File: src/inc/rhc_pkg.sv
// rhc_pkg: constants, field layouts and state types for both link ends
// assumes one 25 MHz clock shared by the device end and the host end
package rhc_pkg;

    // ======================================================
    // device register map
    localparam logic [6:0] ADR_IST1 = 7'h03;
    localparam logic [6:0] ADR_IST2 = 7'h04;
    localparam logic [6:0] ADR_IEN1 = 7'h05;
    localparam logic [6:0] ADR_IEN2 = 7'h06;
    localparam logic [6:0] ADR_FC1 = 7'h76;
    localparam logic [6:0] ADR_FC0 = 7'h77;
    localparam logic [6:0] ADR_HOPCH = 7'h79;
    localparam logic [6:0] ADR_HOPSTEP = 7'h7A;
    localparam logic [6:0] ADR_RSV = 7'h7B;
    localparam logic [6:0] ADR_TXAF = 7'h7C;
    localparam logic [6:0] ADR_TXAE = 7'h7D;
    localparam logic [6:0] ADR_RXAF = 7'h7E;
    localparam logic [6:0] ADR_FIFO = 7'h7F;
    localparam logic [15:0] FC_RST = 16'hBB80;
    localparam logic [5:0] TXAF_RST = 6'h37;
    localparam logic [5:0] TXAE_RST = 6'h04;
    localparam logic [5:0] RXAF_RST = 6'h37;
    localparam logic [6:0] FIFO_DEPTH = 7'h40;
    // status 1 bits: 0 tx almost empty, 1 tx almost full, 2 rx almost full
    // status 2 bit 0: queue overflow or underflow

    // ======================================================
    // timing
    localparam int CLK_PERIOD_NS = 40;
    localparam int SCLK_HALF_NS = 500;
    localparam int SCLK_HALF_CYC = (SCLK_HALF_NS + CLK_PERIOD_NS - 1) / CLK_PERIOD_NS;
    localparam logic [7:0] HALF_LAST = 8'(SCLK_HALF_CYC - 1);

    // ======================================================
    // host register map (byte offsets on the AXI4-Lite side)
    localparam logic [4:0] HOFS_CTRL = 5'h00;
    localparam logic [4:0] HOFS_ADDR = 5'h04;
    localparam logic [4:0] HOFS_WDATA = 5'h08;
    localparam logic [4:0] HOFS_RDATA = 5'h0C;
    localparam logic [4:0] HOFS_STAT = 5'h10;
    localparam logic [4:0] HOFS_IST = 5'h14;
    localparam logic [4:0] HOFS_IMASK = 5'h18;
    localparam logic [4:0] HOFS_PINS = 5'h1C;
    localparam logic [1:0] MODE_TX = 2'h1;
    localparam logic [1:0] MODE_RX = 2'h2;
    localparam logic [1:0] RESP_OKAY = 2'h0;
    localparam logic [1:0] RESP_SLVERR = 2'h2;

    // ======================================================
    // state types
    typedef struct packed {
        logic [7:0] hop_ch, hop_step;
        logic [15:0] fc, carrier;
        logic [5:0] txaf, txae, rxaf;
        logic [7:0] ist1, ist2, ien1, ien2;
        logic [2:0] lvl;
        logic recalc, irq_n, sclk_q, addr_ph, rw, sdo, sdo_oe;
        logic [2:0] bitcnt;
        logic [6:0] addr;
        logic [7:0] sh_in, sh_out, tx_head;
        logic [5:0] tx_wp, tx_rp, rx_wp, rx_rp;
        logic [6:0] tx_cnt, rx_cnt;
        logic tx_empty, rx_full, sw_tx, sw_rx;
    } rhc_dev_t;

    localparam rhc_dev_t DEV_RST = '{fc: FC_RST, carrier: FC_RST, txaf: TXAF_RST,
        txae: TXAE_RST, rxaf: RXAF_RST, irq_n: 1'b1, addr_ph: 1'b1, tx_empty: 1'b1,
        default: '0};

    typedef enum logic [2:0] {
        HS_IDLE = 3'b000,
        HS_LEAD = 3'b001,
        HS_RISE = 3'b010,
        HS_FALL = 3'b011,
        HS_END = 3'b100
    } rhc_hst_t;

    typedef struct packed {
        rhc_hst_t st;
        logic awready, wready, bvalid, arready, rvalid, aw_ok, w_ok;
        logic [1:0] bresp, rresp, len, ist, imask, mode;
        logic [31:0] rdata, wdata, wd, rd;
        logic [4:0] awaddr;
        logic [3:0] wstrb;
        logic wr, pd, irq, irq_q, sclk, mosi, sel_n, tx_n, rx_n;
        logic [6:0] addr;
        logic [7:0] cnt, sh, sh_in;
        logic [2:0] bitcnt, bytecnt;
    } rhc_host_t;

    localparam rhc_host_t HOST_RST = '{st: HS_IDLE, awready: 1'b1, wready: 1'b1,
        arready: 1'b1, sel_n: 1'b1, tx_n: 1'b1, rx_n: 1'b1, irq_q: 1'b1, default: '0};

endpackage

File: src/inc/rhc_link_if.sv
// rhc_link_if: the four-wire serial link plus control pins
// assumes both ends are clocked by the same clock
`timescale 1ns/100ps
`default_nettype none
interface rhc_link_if;
    logic sclk, mosi, serial_select_n, miso, miso_oe;
    logic host_interrupt_n, power_down_input, tx_path_sel_n, rx_path_sel_n;
    logic miso_line;

    // released serial output idles high
    assign miso_line = miso_oe ? miso : 1'b1;

    modport dev (input sclk, mosi, serial_select_n, power_down_input,
        tx_path_sel_n, rx_path_sel_n, output miso, miso_oe, host_interrupt_n);
    modport host (output sclk, mosi, serial_select_n, power_down_input,
        tx_path_sel_n, rx_path_sel_n, input miso_line, host_interrupt_n);
endinterface
`default_nettype wire

File: src/hdl/rhc_device.sv
// rhc_device: radio control port, serial slave with queues and hop carrier
// assumes link pins synchronous to CLK_I and serial clock idling low
`timescale 1ns/100ps
`default_nettype none
module rhc_device (
    input wire logic CLK_I, // 25 MHz clock
    input wire logic NRST_I, // async reset, low
    rhc_link_if.dev LINK, // serial link to host
    input wire logic TX_POP_I, // modem takes tx head
    output logic [7:0] TX_DATA_O, // tx queue head
    output logic TX_EMPTY_O, // tx queue empty
    input wire logic RX_PUSH_I, // modem stores a byte
    input wire logic [7:0] RX_DATA_I, // byte to store
    output logic RX_FULL_O, // rx queue full
    output logic [15:0] CARRIER_O, // synthesized carrier
    output logic SW_TX_O, // switch set for transmit
    output logic SW_RX_O // switch set for receive
);
    import rhc_pkg::*;

    // ======================================================
    // state
    rhc_dev_t r, n;
    logic [7:0] tx_mem [64];
    logic [7:0] rx_mem [64];
    logic rise, fall, ld, wr, tx_push, tx_pop, rx_push, rx_pop, err, tx_we, rx_we;
    logic [6:0] ld_addr;
    logic [7:0] byte_in, wbyte;
    logic [2:0] lvl_now;

    function automatic logic [6:0] step_addr(input logic [6:0] a);
        // queue port stays put so bursts stream the queue
        step_addr = (a == ADR_FIFO) ? a : a + 7'h01;
    endfunction

    function automatic logic [7:0] reg_rd(input rhc_dev_t s, input logic [6:0] a,
        input logic [7:0] qb);
        case (a)
            ADR_IST1: reg_rd = s.ist1;
            ADR_IST2: reg_rd = s.ist2;
            ADR_IEN1: reg_rd = s.ien1;
            ADR_IEN2: reg_rd = s.ien2;
            ADR_FC1: reg_rd = s.fc[15:8];
            ADR_FC0: reg_rd = s.fc[7:0];
            ADR_HOPCH: reg_rd = s.hop_ch;
            ADR_HOPSTEP: reg_rd = s.hop_step;
            ADR_TXAF: reg_rd = {2'h0, s.txaf};
            ADR_TXAE: reg_rd = {2'h0, s.txae};
            ADR_RXAF: reg_rd = {2'h0, s.rxaf};
            ADR_FIFO: reg_rd = qb;
            default: reg_rd = 8'h00;
        endcase
    endfunction

    // ======================================================
    // next state
    always_comb
    begin
        n = r;
        ld = 1'b0;
        wr = 1'b0;
        ld_addr = r.addr;
        tx_push = 1'b0;
        rx_pop = 1'b0;
        n.recalc = 1'b0;
        n.sclk_q = LINK.sclk;
        rise = LINK.sclk & ~r.sclk_q;
        fall = ~LINK.sclk & r.sclk_q;
        byte_in = {r.sh_in[6:0], LINK.mosi};
        tx_pop = TX_POP_I & (r.tx_cnt != 7'h00);
        rx_push = RX_PUSH_I & (r.rx_cnt != FIFO_DEPTH);
        err = (TX_POP_I & (r.tx_cnt == 7'h00)) | (RX_PUSH_I & (r.rx_cnt == FIFO_DEPTH));

        if (LINK.serial_select_n)
        begin
            n.bitcnt = 3'h0;
            n.addr_ph = 1'b1;
            n.sdo_oe = 1'b0;
            n.sdo = 1'b0;
        end
        else
        begin
            n.sdo_oe = 1'b1;
            if (rise)
            begin
                n.sh_in = byte_in;
                n.bitcnt = r.bitcnt + 3'h1;
                // pop on the first rise of the data byte, once the queued byte is loaded to shift out
                if ((r.bitcnt == 3'h0) && !r.addr_ph && !r.rw && (r.addr == ADR_FIFO))
                begin
                    rx_pop = (r.rx_cnt != 7'h00);
                    err = err | (r.rx_cnt == 7'h00);
                end
                if (r.bitcnt == 3'h7)
                begin
                    if (r.addr_ph)
                    begin
                        n.addr_ph = 1'b0;
                        n.rw = byte_in[7];
                        n.addr = byte_in[6:0];
                        ld = ~byte_in[7];
                        ld_addr = byte_in[6:0];
                    end
                    else if (r.rw)
                    begin
                        wr = 1'b1;
                        n.addr = step_addr(r.addr);
                    end
                    else
                    begin
                        n.addr = step_addr(r.addr);
                        ld = 1'b1;
                        ld_addr = step_addr(r.addr);
                    end
                end
            end
            if (fall)
            begin
                n.sdo = r.sh_out[7];
                n.sh_out = {r.sh_out[6:0], 1'b0};
            end
        end

        // read side effects
        if (ld)
        begin
            n.sh_out = reg_rd(r, ld_addr, rx_mem[r.rx_rp]);
            if (ld_addr == ADR_IST1)
            begin
                n.ist1 = 8'h00;
            end
            if (ld_addr == ADR_IST2)
            begin
                n.ist2 = 8'h00;
            end
        end

        // register writes
        if (wr)
        begin
            case (r.addr)
                ADR_IEN1: n.ien1 = byte_in;
                ADR_IEN2: n.ien2 = byte_in;
                ADR_FC1:
                begin
                    n.fc[15:8] = byte_in;
                    n.recalc = 1'b1;
                end
                ADR_FC0:
                begin
                    n.fc[7:0] = byte_in;
                    n.recalc = 1'b1;
                end
                ADR_HOPCH:
                begin
                    n.hop_ch = byte_in;
                    n.recalc = 1'b1;
                end
                ADR_HOPSTEP:
                begin
                    n.hop_step = byte_in;
                    n.recalc = 1'b1;
                end
                ADR_TXAF: n.txaf = byte_in[5:0];
                ADR_TXAE: n.txae = byte_in[5:0];
                ADR_RXAF: n.rxaf = byte_in[5:0];
                ADR_FIFO:
                begin
                    tx_push = (r.tx_cnt != FIFO_DEPTH);
                    err = err | (r.tx_cnt == FIFO_DEPTH);
                end
                default: n.ien1 = n.ien1;
            endcase
        end

        if (r.recalc)
        begin
            n.carrier = r.fc + ({8'h00, r.hop_ch} * {8'h00, r.hop_step});
        end

        // queues
        tx_we = tx_push;
        rx_we = rx_push;
        wbyte = byte_in;
        if (tx_push)
        begin
            n.tx_wp = r.tx_wp + 6'h01;
        end
        if (tx_pop)
        begin
            n.tx_rp = r.tx_rp + 6'h01;
        end
        if (rx_push)
        begin
            n.rx_wp = r.rx_wp + 6'h01;
        end
        if (rx_pop)
        begin
            n.rx_rp = r.rx_rp + 6'h01;
        end
        n.tx_cnt = r.tx_cnt + {6'h00, tx_push} - {6'h00, tx_pop};
        n.rx_cnt = r.rx_cnt + {6'h00, rx_push} - {6'h00, rx_pop};
        n.tx_empty = (n.tx_cnt == 7'h00);
        n.rx_full = (n.rx_cnt == FIFO_DEPTH);
        n.tx_head = (tx_we && (r.tx_wp == n.tx_rp)) ? wbyte : tx_mem[n.tx_rp];

        // level crossings into status, set wins over clear
        lvl_now = {n.rx_cnt >= {1'b0, n.rxaf}, n.tx_cnt >= {1'b0, n.txaf},
            n.tx_cnt <= {1'b0, n.txae}};
        n.lvl = lvl_now;
        n.ist1 = n.ist1 | {5'h00, lvl_now & ~r.lvl};
        n.ist2 = n.ist2 | {7'h00, err};
        n.irq_n = ~|((n.ist1 & n.ien1) | (n.ist2 & n.ien2));

        n.sw_tx = ~LINK.tx_path_sel_n & LINK.rx_path_sel_n;
        n.sw_rx = ~LINK.rx_path_sel_n & LINK.tx_path_sel_n;

        if (LINK.power_down_input)
        begin
            n = DEV_RST;
            tx_we = 1'b0;
            rx_we = 1'b0;
        end
    end

    // ======================================================
    // registers
    always_ff @(posedge CLK_I or negedge NRST_I)
    begin
        if (!NRST_I)
        begin
            r <= DEV_RST;
        end
        else
        begin
            r <= n;
        end
    end

    always_ff @(posedge CLK_I)
    begin
        if (tx_we)
        begin
            tx_mem[r.tx_wp] <= wbyte;
        end
        if (rx_we)
        begin
            rx_mem[r.rx_wp] <= RX_DATA_I;
        end
    end

    // ======================================================
    // outputs
    assign LINK.miso = r.sdo;
    assign LINK.miso_oe = r.sdo_oe;
    assign LINK.host_interrupt_n = r.irq_n;
    assign TX_DATA_O = r.tx_head;
    assign TX_EMPTY_O = r.tx_empty;
    assign RX_FULL_O = r.rx_full;
    assign CARRIER_O = r.carrier;
    assign SW_TX_O = r.sw_tx;
    assign SW_RX_O = r.sw_rx;
endmodule
`default_nettype wire

File: src/flat_wrapper.sv
// flat-port wrapper written by rule: the top's interface ports become plain ports
module rhc_device_flat import rhc_pkg::*;
  (CLK_I, NRST_I, TX_POP_I, TX_DATA_O, TX_EMPTY_O, RX_PUSH_I, RX_DATA_I, RX_FULL_O, CARRIER_O, SW_TX_O, SW_RX_O, LINK_sclk, LINK_mosi, LINK_serial_select_n, LINK_power_down_input, LINK_tx_path_sel_n, LINK_rx_path_sel_n, LINK_miso, LINK_miso_oe, LINK_host_interrupt_n);
  rhc_link_if LINK_i ();
  input wire logic CLK_I;
  input wire logic NRST_I;
  input wire logic TX_POP_I;
  output logic [7:0] TX_DATA_O;
  output logic TX_EMPTY_O;
  input wire logic RX_PUSH_I;
  input wire logic [7:0] RX_DATA_I;
  output logic RX_FULL_O;
  output logic [15:0] CARRIER_O;
  output logic SW_TX_O;
  output logic SW_RX_O;
  input wire logic [$bits(LINK_i.sclk)-1:0] LINK_sclk;
  input wire logic [$bits(LINK_i.mosi)-1:0] LINK_mosi;
  input wire logic [$bits(LINK_i.serial_select_n)-1:0] LINK_serial_select_n;
  input wire logic [$bits(LINK_i.power_down_input)-1:0] LINK_power_down_input;
  input wire logic [$bits(LINK_i.tx_path_sel_n)-1:0] LINK_tx_path_sel_n;
  input wire logic [$bits(LINK_i.rx_path_sel_n)-1:0] LINK_rx_path_sel_n;
  output wire logic [$bits(LINK_i.miso)-1:0] LINK_miso;
  output wire logic [$bits(LINK_i.miso_oe)-1:0] LINK_miso_oe;
  output wire logic [$bits(LINK_i.host_interrupt_n)-1:0] LINK_host_interrupt_n;
  assign LINK_i.sclk = LINK_sclk;
  assign LINK_i.mosi = LINK_mosi;
  assign LINK_i.serial_select_n = LINK_serial_select_n;
  assign LINK_i.power_down_input = LINK_power_down_input;
  assign LINK_i.tx_path_sel_n = LINK_tx_path_sel_n;
  assign LINK_i.rx_path_sel_n = LINK_rx_path_sel_n;
  assign LINK_miso = LINK_i.miso;
  assign LINK_miso_oe = LINK_i.miso_oe;
  assign LINK_host_interrupt_n = LINK_i.host_interrupt_n;
  rhc_device u_core (.CLK_I(CLK_I), .NRST_I(NRST_I), .LINK(LINK_i), .TX_POP_I(TX_POP_I), .TX_DATA_O(TX_DATA_O), .TX_EMPTY_O(TX_EMPTY_O), .RX_PUSH_I(RX_PUSH_I), .RX_DATA_I(RX_DATA_I), .RX_FULL_O(RX_FULL_O), .CARRIER_O(CARRIER_O), .SW_TX_O(SW_TX_O), .SW_RX_O(SW_RX_O));
endmodule
File: config.mk
export PLATFORM = sky130hd
export DESIGN_NAME = rhc_device_flat
export DESIGN_NICKNAME = d
export VERILOG_FILES = /design/src/inc/rhc_pkg.sv /design/src/inc/rhc_link_if.sv /design/src/hdl/rhc_device.sv /design/src/flat_wrapper.sv
export SDC_FILE = /design/constraint.sdc
export NUM_CORES = 2
export LEC_CHECK = 0
export BUFFER_PORTS_ARGS = -buffer_cell sky130_fd_sc_hd__buf_4
export CORE_MARGIN = 2
export CORE_UTILIZATION = 45
export DETAILED_ROUTE_END_ITERATION = 10
export PLACE_DENSITY = 0.59
export REMOVE_ABC_BUFFERS = 1
export SLEW_MARGIN = 30
export SYNTH_ARGS = -nofsm -noshare
export SYNTH_HDL_FRONTEND = slang
export SYNTH_SLANG_ARGS = --single-unit
File: constraint.sdc
create_clock -name CLK_I -period 5.65 [get_ports CLK_I]
set_input_delay 0.8475 -clock CLK_I [delete_from_list [all_inputs] [get_ports CLK_I]]
set_output_delay 0.8475 -clock CLK_I [all_outputs]
set_load 0.01 [all_outputs]
# Word level (Yosys, flattened, before mapping)
# Memory sizes are Yosys's and may differ from the RTL's.
# Cells that the tools add are included.
totals:
  regBits: 183
  ram_bits: 1024
  inputBits: 18
  output_inout_bits: 31
  elab_cells: 216
  n_memories: 2
op_classes:
  add_sub_neg: 11
  multipliers: 1
  magnitude_cmp: 3
  eq_ne: 31
  muxes: 70
  n_bitwise: 23
  n_reduce_logical: 40
memory_table:
  columns: ["memory", "depth", "width", "rd", "rd_ports_with_merged_regs", "wr", "line_no", "text"]
  rows:
  - ["u_core.rx_mem", 64, 8, 1, 0, 1, "rhc_device.sv:25", "logic [7:0] rx_mem [64];"]
  - ["u_core.tx_mem", 64, 8, 1, 0, 1, "rhc_device.sv:24", "logic [7:0] tx_mem [64];"]
ops:
  columns: ["operator", "n"]
  rows:
  - ["two-way mux 184 bit", 1]
  - ["== test 7 bit, second input constant", 19]
  - ["one-hot mux 8 bit (12 select lines)", 1]
  - ["two-way mux 8 bit", 11]
  - ["two-way mux 7 bit", 8]
  - ["two-way mux 16 bit", 3]
  - ["two-way mux 6 bit", 7]
  - ["two-way mux 18 bit", 2]
  - ["== test 7 x 3 -> 1 bit, second input constant", 5]
  - ["two-way mux 1 bit", 32]
  - ["two-way mux 32 bit", 1]
  - ["adder 6 x 1 -> 6 bit, second input constant", 4]
  - ["nonzero test 2 bit", 12]
  - ["two-way mux 23 bit", 1]
  - ["zero test 7 bit", 3]
  - ["adder 16 bit", 1]
  - ["bitwise AND 8 bit", 2]
  - ["multiplier 8 x 8 -> 16 bit", 1]
  - ["adder 7 x 1 -> 7 bit", 2]
  - [">= comparator 7 x 6 -> 1 bit", 2]
  - ["!= test 7 bit, second input constant", 2]
  - ["AND reduction 2 bit", 7]
  - ["nonzero test 7 bit", 2]
  - ["subtractor 7 x 1 -> 7 bit", 2]
  - ["other kinds (26)", 48]

# Longest topological paths before layout
logic_depth:
  word_depth: 16
  depth_mapped: 25
  ltp_nobuf: 23

# Worst setup path after synthesis
# OpenSTA, ideal clock, no wires.
synth_path:
  path_kind: "in2reg"
  from: "input LINK_sclk"
  to: "register u_core.r, in the netlist u_core.LINK.host_interrupt_n"
  setup_time_ns: 0.105
  arrival_time_ns: 4.742
  t_required_ns: 5.545
  setup_slack_ns: 0.802
  stages: 21
  n_path_buf: 2
  path_cell_list: "nor2b_1 clkbuf_1 nor2b_1 clkbuf_1 nand3_1 nor2_1 ha_1 inv_1 ha_1 inv_1 fa_1 nand2b_1 a21oi_1 nor2_1 xnor2_1 ha_1 o21ai_0 a21oi_1 nor3b_1 o2bb2ai_1 a222oi_1"
synth_rtl:
  columns: ["element", "line_no", "text"]
  rows:
  - ["start, declared", "flat_wrapper.sv:16", "input wire logic [$bits(LINK_i.sclk)-1:0] LINK_sclk;"]
  - ["end signal, assigned", "rhc_device.sv:236", "r <= n;"]
  - ["end, declared", "rhc_device.sv:23", "rhc_dev_t r, n;"]

==> key figures <==
Worst setup path
  • WP data required: 6260 ps
  • Worst Setup Start Kind: flop
  • Cell chain of the critical path: ha_1, nand4_1, nor2_1, buf_4, nand3_1, nor2_1, buf_4, ha_1, inv_1, ha_1, inv_1, fa_1, nand2b_1, a21oi_1, nor2_1, xnor2_1, ha_1, o21ai_0, a21oi_1, nor3b_1, o2bb2ai_1, a222oi_1
  • Crit path kind: reg -> reg
  • CP Max Fanout: 9
  • Worst EP arrival: 5610 ps
  • Slowest stage delay, CP: 480 ps
  • Most frequent CP cell: ha_1
  • Worst path slowest cell: dfrtp_1
  • Worst R2R Setup Slack: 660 ps
  • CP endpoint kind: flop
  • Reg2reg path depth: 22

Logic synthesis
  • Synthesized instance count: 3731
  • Async SR Flop Fraction: 15.2%
  • YS warnings: 0
  • EDFF count, synth: 1024
  • Netlist cell types: 99
  • Post-synthesis instance area: 0.0546 mm^2
  • Post-synth top area cell: edfxtp_1
  • Syn Area/Cell: 14.6 um^2
  • Top cells by area, synth: edfxtp_1, dfrtp_1, mux4_2
  • Synth top area share: 56.3%
  • #FFs+latches synth: 1207
  • Top FF cell, synth: edfxtp_1
  • Register area share after synthesis: 64.7%

Final layout
  • Leading cell type in the layout, fill and taps excluded: edfxtp_1
  • Final Instance Count excl. Fillers: 5455
  • Post-layout net count: 3883
  • Ratio of cells with drive above 1 in the final layout: 15.3%
  • Most frequent cells in the layout: edfxtp_1, nor2_1, mux2i_1
  • Syn-to-layout area delta: 11.4%

Routing
  • DR vias: 31900
  • Post-DRT Antenna Nets: 0
  • Vias per cell: 5.85
  • Detailed router's first-iteration violation count: 3245
  • DR DRC count: 0
  • DRT Pass-1 Iters: 6
  • Detailed Route WL: 136 mm
  • DR WL/cell: 24.9 um

Floorplan
  • Die height: 352 um
  • Total core area: 0.120 mm^2
  • Core Rows: 127
  • # IOs: 49
  • Die Span X: 352 um
  • Initial Util: 45.5%
  • Die Area: 0.124 mm^2

Run status
  • Outcome: finished, final reports clean

Global route
  • Initial antenna violation count: 2
  • GRT Total Usage: 21.9%
  • Largest net degree at the start of global routing: 93
  • First-pass GRT wire length: 207 mm
  • Grt ovf: 0
  • Vias in the first global route: 32500

Clock tree
  • Post-CTS Setup Inserts: 0
  • Num CTS Buffers: 132
  • Clock Path Buffers: 3
  • Clock Sinks: 1207
  • Worst-Skew Late Latency: 730 ps
  • H-tree levels: 4
  • Resized cells post-CTS: 0
  • TritonCTS clock tree: yes
  • Hold-fix buffer count after cts: 0
  • CTS root buf: clkbuf_16
  • Clk slew on worst S/H paths: 60 ps

Run
  • Maximum capacitance violations: 0

STA
  • Slew headroom: 32.4%
  • Finish-stage setup viols: 0
  • Period utilisation layout: 88.3%
  • RSZ-0062 raised after global routing: false
  • Fin crit period: 4990 ps
  • Hold Vio Cnt, Final: 0
  • Skew final: 28.4 ps
  • Top achievable clock speed: 0.200 GHz
  • Worst-Margin Slew: 988 ps
  • Pins over their slew limit: 0

Power
  • LEAKAGE: 20.4 nW
  • Worst VDD drop: 280 uV
  • PwrDens: 355 mW/mm^2
  • Pwr Total: 21.6 mW

Place
  • Dpl hpwl: 83.1 mm
  • Placed cell count: 5207
  • I/O Buffers: 48
  • GP Congestion: 0.880

Hold path
  • WHS Path Cells: 2
  • Hold crit path type: in -> reg
[per-stage QoR]
stage | TNS, ps | instance area, um^2 | hold slack (ps) | setup slack (ps) | utilization (%)
floorplan | -44880 | 53400 | 468 | -2820 | -
global placement | 0 | 56400 | 496 | 614 | 47.0
detailed placement | 0 | 56400 | 502 | 627 | 47.0
CTS | 0 | 60700 | 205 | 734 | 50.6
global route | 0 | 60800 | 253 | 320 | 50.6
finish | 0 | 60800 | 271 | 660 | 50.6
[layer usage]
layer / vias to the layer above / GRT usage, % / wire length, um
li1: 14300 / - / -
met1: 16300 / 31.0 / 59600
met2: 1048 / 35.2 / 64800
met3: 221 / 2.85 / 7680
met4: 0 / 7.03 / 3740
met5: - / 0 / 0
[final timing paths]
path	to	startpoint
setup / recovery	u_core.LINK.host_interrupt_n	u_core.r[66]
min in group asynchronous	u_core.TX_DATA_O[6]	NRST_I
max in group asynchronous	u_core.r[19]	NRST_I
hold / removal	u_core.SW_RX_O	LINK_rx_path_sel_n
hold reg to reg	u_core.r[56]	u_core.r[56]
setup reg to reg	u_core.LINK.host_interrupt_n	u_core.r[66]
[layout make-up]
class                      instances  area (um^2)
inverter                         132          498
sequential                      1207        35400
multi-input combinational       2134        17600
antenna                            3         7.51
timing repair buffer             124          985
clock buffer                     178         3670
tap                             1612         2020
clock inverter                    65          652
fill                           10200        59300
[cell families after synthesis]
| group | Yosys count | synth area share, % |
|---|---|---|
| DFF | 1207 | 64.7 |
| and+or+nand+nor | 900 | 7.82 |
| buffers and inverters | 390 | 3.21 |
| xor gates and xnor gates | 54 | 0.893 |
| muxes | 472 | 12.2 |
| AOI/OAI and AO/OA | 574 | 7.38 |
| adders and majority gates | 134 | 3.78 |
[cells in the mapped netlist, types with 68 or more instances]
cell type,instances
a21oi_1,93
clkbuf_1,126
dfrtp_1,155
edfxtp_1,1024
ha_1,82
inv_1,129
mux2i_1,296
mux4_2,150
nand2_1,230
nor2_1,307
nor3_1,68
o21ai_0,87
[flip-flops by register name, indices dropped and copies added (netlist names)]
name,count
u_core.TX_EMPTY_O,1
u_core.LINK.host_interrupt_n,1
u_core.byte_in,7
u_core.rx_mem,512
u_core.TX_DATA_O,8
u_core.tx_mem,512
u_core.LINK.miso,1
u_core.SW_RX_O,1
u_core.CARRIER_O,16
u_core.r,145
u_core.RX_FULL_O,1
u_core.LINK.miso_oe,1
u_core.SW_TX_O,1
[power by group]
group          total, mW  internal, mW  leakage (nW)  switching [mW]
Clock               8.59          5.04          2.11            3.55
Combinational       3.16          1.18          6.80            1.98
Sequential          9.84          9.72          11.5           0.116
Total               21.6          15.9          20.4            5.64
[critical path: cells and delay by family, from the launching register on]
| kind | cells | cell delay [ps] |
|---|---|---|
| simple gates | 7 | 1300 |
| xor+xnor | 1 | 260 |
| fa+ha+maj | 5 | 1470 |
| flops | 1 | 480 |
| buf+inv | 4 | 480 |
| compound gates | 5 | 900 |
Power figures use the tool's default switching activity.
